**src/hw/startup_pkg.sv**
```systemverilog
// Package with constants and carrier types for the start-up delay and latch controller.
package startup_pkg;

   localparam int unsigned CLK_HZ          = 125_000_000;
   localparam int unsigned TICK_PERIOD_MS  = 10;
   localparam int unsigned TICK_CYCLES     = CLK_HZ / 1000 * TICK_PERIOD_MS;
   localparam int unsigned TICKS_PER_SEC   = 1000 / TICK_PERIOD_MS;

   localparam int unsigned RELAYS          = 3;
   localparam logic [3:0]  MODE_NONE       = 4'h0;
   localparam logic [3:0]  MODE_FIXED_MAX  = 4'h8;
   localparam logic [3:0]  MODE_SETPOINT   = 4'h9;
   localparam logic [3:0]  MODE_REMOTE     = 4'hA;
   localparam int unsigned CATCH_AUTO_BIT  = 3;
   localparam int unsigned STILL_W         = 14;
   localparam int unsigned DELAY_W         = 15;

   typedef struct packed {
      logic [3:0]         startup_mode_code;
      logic [RELAYS-1:0]  delay_mask;
      logic [3:0]         catch_code;
      logic [STILL_W-1:0] still_time;
   } cfg_t;

   typedef struct packed {
      logic               remote;
      logic               release_key;
      logic               release_ctrl;
      logic               zero_freq;
   } pins_t;

   typedef enum logic [1:0] {
      ST_IDLE  = 2'b00,
      ST_DELAY = 2'b01,
      ST_RUN   = 2'b11
   } phase_t;

endpackage : startup_pkg

```
**src/hw/startup_delay_latch_control.sv**
```systemverilog
// Start-up suppression, standstill detection and catch latching of three relays.
`timescale 1ns/1ps
`default_nettype none
// How it works
// - Delay starts at power-up and after standstill
// - Modes 1-8 give 1 to 128 seconds
// - Mode 9 holds until first set-value overstep
// - Mode 10 holds until the remote signal goes low
// - Assignment mask picks delayed relays
// - Catch mask latches relays until key/control
// - Catch 8-15 also releases on standstill
// - Standstill after programmable zero-frequency time
module startup_delay_latch_control #(
   parameter int unsigned TICK_CYCLES = startup_pkg::TICK_CYCLES
) (
   // Clock, reset, enable
   input  wire logic                             clk_i,
   input  wire logic                             rst_b_i,
   input  wire logic                             clk_en_i,
   // Configuration, same clock domain
   input  wire startup_pkg::cfg_t                cfg_i,
   // Comparison results from the same clock domain
   input  wire logic [startup_pkg::RELAYS-1:0]   compare_i,
   input  wire logic                             over_set_i,
   // Asynchronous pins
   input  wire startup_pkg::pins_t               pins_i,
   // Results
   output logic [startup_pkg::RELAYS-1:0]        relay_o,
   output logic                                  delay_active_o,
   output logic                                  standstill_o
);
   localparam int unsigned PW = $bits(startup_pkg::pins_t);

   logic                     tick;
   logic [PW-1:0]            sync1_q, sync2_q;
   startup_pkg::pins_t       pin;
   startup_pkg::phase_t      phase_q, phase_d;
   logic [startup_pkg::DELAY_W-1:0] dcnt_q, dcnt_d;
   logic [startup_pkg::STILL_W-1:0] scnt_q, scnt_d;
   logic                     still_q, still_d;
   logic [startup_pkg::RELAYS-1:0] latch_q, latch_d;
   logic [startup_pkg::RELAYS-1:0] relay_q, relay_d;
   logic                     dact_q, dact_d;
   logic [startup_pkg::DELAY_W-1:0] delay_len;
   logic                     still_rise;
   logic                     release_all;
   logic [startup_pkg::RELAYS-1:0] gated;

   tick_gen #(
      .CYCLES (TICK_CYCLES)
   ) u_tick (
      .clk_i   (clk_i),
      .rst_b_i (rst_b_i),
      .en_i    (clk_en_i),
      .tick_o  (tick)
   );

   // Pins are synchronised as one vector; only the second stage is read.
   // The stages keep sampling through reset, so that the first cycle after reset already sees the true pin levels.
   // A reset value here would read as a low remote signal and end a remote-mode delay at once.
   always_ff @(posedge clk_i) begin
      if (clk_en_i) begin
         sync1_q <= pins_i;
         sync2_q <= sync1_q;
      end
   end
   assign pin = startup_pkg::pins_t'(sync2_q);

   // Standstill: count hundredths of zero frequency up to the set time.
   always_comb begin
      scnt_d = scnt_q;
      still_d = still_q;
      if (!pin.zero_freq) begin
         scnt_d  = '0;
         still_d = 1'b0;
      end else if (!still_q) begin
         if (scnt_q >= cfg_i.still_time) begin
            still_d = 1'b1;
         end else if (tick) begin
            scnt_d = scnt_q + 1'b1;
         end
      end
   end
   assign still_rise = still_d && !still_q;

   // Fixed delay in ticks: one second doubled per mode step.
   always_comb begin
      delay_len = '0;
      if (cfg_i.startup_mode_code != startup_pkg::MODE_NONE &&
          cfg_i.startup_mode_code <= startup_pkg::MODE_FIXED_MAX) begin
         delay_len = startup_pkg::DELAY_W'(startup_pkg::TICKS_PER_SEC)
                     << (cfg_i.startup_mode_code - 4'h1);
      end
   end

   // Delay phase machine; IDLE is the trigger state after reset or standstill.
   always_comb begin
      phase_d = phase_q;
      dcnt_d  = dcnt_q;
      case (phase_q)
         startup_pkg::ST_IDLE: begin
            dcnt_d  = '0;
            phase_d = (cfg_i.startup_mode_code == startup_pkg::MODE_NONE) ?
                      startup_pkg::ST_RUN : startup_pkg::ST_DELAY;
         end
         startup_pkg::ST_DELAY: begin
            if (cfg_i.startup_mode_code == startup_pkg::MODE_SETPOINT) begin
               if (over_set_i) phase_d = startup_pkg::ST_RUN;
            end else if (cfg_i.startup_mode_code == startup_pkg::MODE_REMOTE) begin
               if (!pin.remote) phase_d = startup_pkg::ST_RUN;
            end else if (cfg_i.startup_mode_code > startup_pkg::MODE_REMOTE ||
                         cfg_i.startup_mode_code == startup_pkg::MODE_NONE) begin
               phase_d = startup_pkg::ST_RUN;
            end else if (dcnt_q >= delay_len) begin
               phase_d = startup_pkg::ST_RUN;
            end else if (tick) begin
               dcnt_d = dcnt_q + 1'b1;
            end
         end
         startup_pkg::ST_RUN: begin
            phase_d = startup_pkg::ST_RUN;
         end
         default: begin
            phase_d = startup_pkg::ST_IDLE;
         end
      endcase
      if (still_rise) begin
         phase_d = startup_pkg::ST_IDLE;
      end
   end

   // Relay path: suppression, then catch latching.
   assign release_all = pin.release_key || pin.release_ctrl ||
                        (cfg_i.catch_code[startup_pkg::CATCH_AUTO_BIT] && still_rise);
   assign dact_d = (phase_d != startup_pkg::ST_RUN);

   for (genvar i = 0; i < startup_pkg::RELAYS; i++) begin : g_relay
      always_comb begin
         gated[i] = compare_i[i] && !(dact_q && cfg_i.delay_mask[i]);
         latch_d[i] = latch_q[i];
         if (release_all) begin
            latch_d[i] = 1'b0;
         end
         if (cfg_i.catch_code[i] && gated[i]) begin
            latch_d[i] = 1'b1;
         end
         relay_d[i] = gated[i] || (latch_q[i] && cfg_i.catch_code[i]);
      end
   end

   always_ff @(posedge clk_i) begin
      if (!rst_b_i) begin
         phase_q <= startup_pkg::ST_IDLE;
         dcnt_q  <= '0;
         scnt_q  <= '0;
         still_q <= 1'b0;
         latch_q <= '0;
         relay_q <= '0;
         dact_q  <= 1'b1;
      end else if (clk_en_i) begin
         phase_q <= phase_d;
         dcnt_q  <= dcnt_d;
         scnt_q  <= scnt_d;
         still_q <= still_d;
         latch_q <= latch_d;
         relay_q <= relay_d;
         dact_q  <= dact_d;
      end
   end

   assign relay_o        = relay_q;
   assign delay_active_o = dact_q;
   assign standstill_o   = still_q;
endmodule : startup_delay_latch_control
`default_nettype wire

```
**src/hw/tick_gen.sv**
```systemverilog
// Free-running divider that emits the hundredth-second tick.
`timescale 1ns/1ps
`default_nettype none
module tick_gen #(
   parameter int unsigned CYCLES = startup_pkg::TICK_CYCLES
) (
   // Clock, reset and enable
   input  wire logic clk_i,
   input  wire logic rst_b_i,
   input  wire logic en_i,
   // Tick
   output logic      tick_o
);
   logic [$clog2(CYCLES)-1:0] cnt_q, cnt_d;
   logic                      tick_q, tick_d;

   always_comb begin
      tick_d = 1'b0;
      cnt_d  = cnt_q + 1'b1;
      if (cnt_q == ($clog2(CYCLES))'(CYCLES - 1)) begin
         cnt_d  = '0;
         tick_d = 1'b1;
      end
   end

   always_ff @(posedge clk_i) begin
      if (!rst_b_i) begin
         cnt_q  <= '0;
         tick_q <= 1'b0;
      end else if (en_i) begin
         cnt_q  <= cnt_d;
         tick_q <= tick_d;
      end
   end

   assign tick_o = tick_q;
endmodule : tick_gen
`default_nettype wire

```
**config.mk**
```make
export PLATFORM = sky130hd
export DESIGN_NAME = startup_delay_latch_control
export DESIGN_NICKNAME = d
export VERILOG_FILES = /design/src/hw/startup_pkg.sv /design/src/hw/startup_delay_latch_control.sv /design/src/hw/tick_gen.sv
export SDC_FILE = /design/constraint.sdc
export NUM_CORES = 1
export LEC_CHECK = 0
export BUFFER_PORTS_ARGS = -buffer_cell sky130_fd_sc_hd__clkbuf_2
export CAP_MARGIN = 20
export CORE_MARGIN = 2
export CORE_UTILIZATION = 30
export CTS_CLUSTER_DIAMETER = 150
export DETAILED_ROUTE_END_ITERATION = 12
export PLACE_DENSITY = 0.56
export SKIP_CTS_REPAIR_TIMING = 1
export SYNTH_ARGS = -nofsm -noshare
export SYNTH_HDL_FRONTEND = slang
export SYNTH_SLANG_ARGS = --single-unit
export TNS_END_PERCENT = 20
```
**constraint.sdc**
```tcl
create_clock -name clk_i -period 3.9 [get_ports clk_i]
set_clock_uncertainty 0.15 [all_clocks]
set_input_delay 0.39 -clock clk_i [delete_from_list [all_inputs] [get_ports clk_i]]
set_output_delay 0.39 -clock clk_i [all_outputs]
set_load 0.02 [all_outputs]
```
==> out/qor.yml <==
grt_pass1_wl_um: 15600
dieArea_um2: 14500
min_period_ns: 3.51
ir_worst_vdd_v: 0.000201
via_per_inst: 5.00
synthSimpleGateAreaFrac_pct: 21.7
hold_viol_final: 0
synthCells: 465
area_growth_syn_to_layout_pct: 17.0
tightest_slew_ns: 0.744
synth_async_sr_flop_share_pct: 0
num_vias: 3437
wl_per_cell_um: 12.9
wl_um: 8850
busiest_layer: "met2"
yosysTopAreaCellShare_pct: 30.1
drtIter0Drc: 145
grt_max_degree: 22
drc_errors: 0
p_leak_nw: 1.81
fin_hold_ws_ns: 0.0822
maxSlewViolCount: 0
rows: 42
ys.warnings.count: 0
setup_slack_ns: 0.389
setup_violations: 0
critPathKind: "in2reg"
worst_setup_path_end_kind: "flop"
numCtsBuffers: 9
synth.most_common_cell: "dfxtp_1"
status: "finished, final reports clean"
synthAdderAreaFrac_pct: 11.4
arrival_ns: 3.56
relSlewSlack_pct: 49.9
drive_gt1_share_pct: 16.0
synth.net_count: 538
synthFlopType: "dfxtp_1"
die_height_um: 120
clk_pin_slew_worst_paths_ns: 0.06
first_pass_iters: 5
syn_area_um2: 4050
io_buffers: 40
synth_area_leaders: "dfxtp_1 30%, ha_1 11%, edfxtp_1 5.9%"
drv_cap: 0
grt_overflow: 0
worstPathMaxFanout: 12
post_synth_num_cell_types: 54
synth_compound_area_share_pct: 17.6
grt_usage_pct: 13.2
final.period_utilization_pct: 90.0
ctsLongestPathBuffers: 2
synth_edf_count: 8
fmax_mhz: 285
ant_nets: 0
clock_latency_ns: 0.33
cp.required_ns: 3.95
syn_avg_cell_area_um2: 8.72
start_util_pct: 30.6
synth-seq-cells: 69
cp-start-kind: "primary input"
synth_xor_area_share_pct: 8.21
globalplace.congestion: 0.803
cts_max_level: 3
hpwl_um: 6740
place_ws_ns: -0.0313
rsz0062_at_grt: "false"
fillers: 1392
muxShareOfSynthArea_pct: 0.741
num_io_pins: 41
antenna_found_initial: 0
synth_top_family_by_area: "simple AND/OR/NAND/NOR gates"
synth_top_area_cell: "dfxtp_1"
grt_pass1_vias: 3302
fp.coreArea_um2: 13200
ctsRootBufferMaster: "clkbuf_16"
diodes: 0
cts.sinks: 69
globalRouteMet2Util_pct: 21.9
final_nets: 580
hp-class: "in2reg"
p_per_area_nw_per_um2: 354
met1_usage_pct: 17.1
cts_tree: "done"
synth_common_cells: "61 x dfxtp_1, 56 x nor2_1, 37 x ha_1"
grtUsageMet3_pct: 2.45
seq_area_frac_synth_pct: 36.1
die_x_um: 120
## critical path, stage by stage
cell,delay [ns]
clkbuf_2,0.15
inv_1,0.12
ha_1,0.26
nor2_1,0.12
nand2_1,0.07
a211oi_1,0.39
a22oi_1,0.18
ha_1,0.32
a21oi_1,0.15
nor2_1,0.07
a2111oi_2,0.43
o2111ai_4,0.35
buf_4,0.25
a21oi_2,0.13
xnor2_1,0.13
nor2_1,0.05
## per-layer routing
metal / vias up / wire length, um
met5: - / 0
met2: 55 / 4200
met1: 1618 / 4220
met4: 0 / 133
met3: 13 / 303
li1: 1751 / -
## stage by stage
| step | utilization (%) | TNS [ns] | cells | power [mW] | cell area [um^2] |
|---|---|---|---|---|---|
| floorplan | - | 0 | 465 | 0.854 | 4050 |
| finish | 35.8 | 0 | 688 | 1.68 | 4740 |
| global route | 35.8 | 0 | 688 | 1.75 | 4740 |
| detailed placement | 33.5 | -0.0313 | 671 | 0.908 | 4440 |
| global placement | 33.5 | 0 | 671 | 0.903 | 4440 |
| CTS | 35.7 | 0 | 687 | 1.71 | 4720 |
## area by class of cell
type                       count  area [um^2]  area share, %
clock buffer                   9          225           4.75
clock inverter                 7         61.3           1.29
inverter                      26         97.6           2.06
multi-input combinational    355         2430           51.3
sequential                    69         1460           30.8
tap                          176          220           4.65
timing repair buffer          46          245           5.17
## kinds of logic after synthesis
family / count (synthesis)
AOI/OAI and AO/OA: 101
xor gates and xnor gates: 38
adders and majority gates: 37
buffers and inverters: 41
DFF: 69
muxes: 3
and+or+nand+nor: 176
## placed cells by master, fill, tap and decap left out, types with 6 or more instances in the layout
| master | instances |
|---|---|
| a211oi_1 | 8 |
| a21oi_1 | 29 |
| buf_4 | 6 |
| clkbuf_16 | 9 |
| clkbuf_2 | 40 |
| dfxtp_1 | 61 |
| edfxtp_1 | 8 |
| ha_1 | 37 |
| inv_1 | 26 |
| nand2_1 | 35 |
| nand3_1 | 18 |
| nand4_1 | 18 |
| nor2_1 | 56 |
| o21ai_0 | 17 |
| xnor2_1 | 25 |
| xor2_1 | 13 |
## state kept, by name (all words and copies together), names as in the netlist
signal,cells
phase_q,2
delay_active_o,1
latch_q,3
u_tick.cnt_q,21
standstill_o,1
relay_o,3
u_tick.tick_o,1
pin,4
scnt_q,14
dcnt_q,15
sync1_q,4
## final timing paths
| kind | start | end | slack (ns) | depth (start not counted) |
|---|---|---|---|---|
| max reg2reg | dcnt_q[4]$_SDFFE_PN0P_ | dcnt_q[10]$_SDFFE_PN0P_ | 1.14 | 10 |
| min | pins_i[1] | sync1_q[1]$_DFFE_PP_ | 0.08 | 1 |
| min reg2reg | sync1_q[0]$_DFFE_PP_ | pin[0]$_DFFE_PP_ | 0.27 | 0 |
| max | cfg_i[22] | dcnt_q[10]$_SDFFE_PN0P_ | 0.39 | 16 |
## report_power, final
| group | switching (mW) | total (mW) | internal (mW) |
|---|---|---|---|
| clock network | 0.341 | 0.788 | 0.447 |
| logic | 0.0908 | 0.150 | 0.0589 |
| registers | 0.00880 | 0.742 | 0.733 |
| total | 0.441 | 1.68 | 1.24 |
No activity file was read; power rests on OpenSTA's default activity.
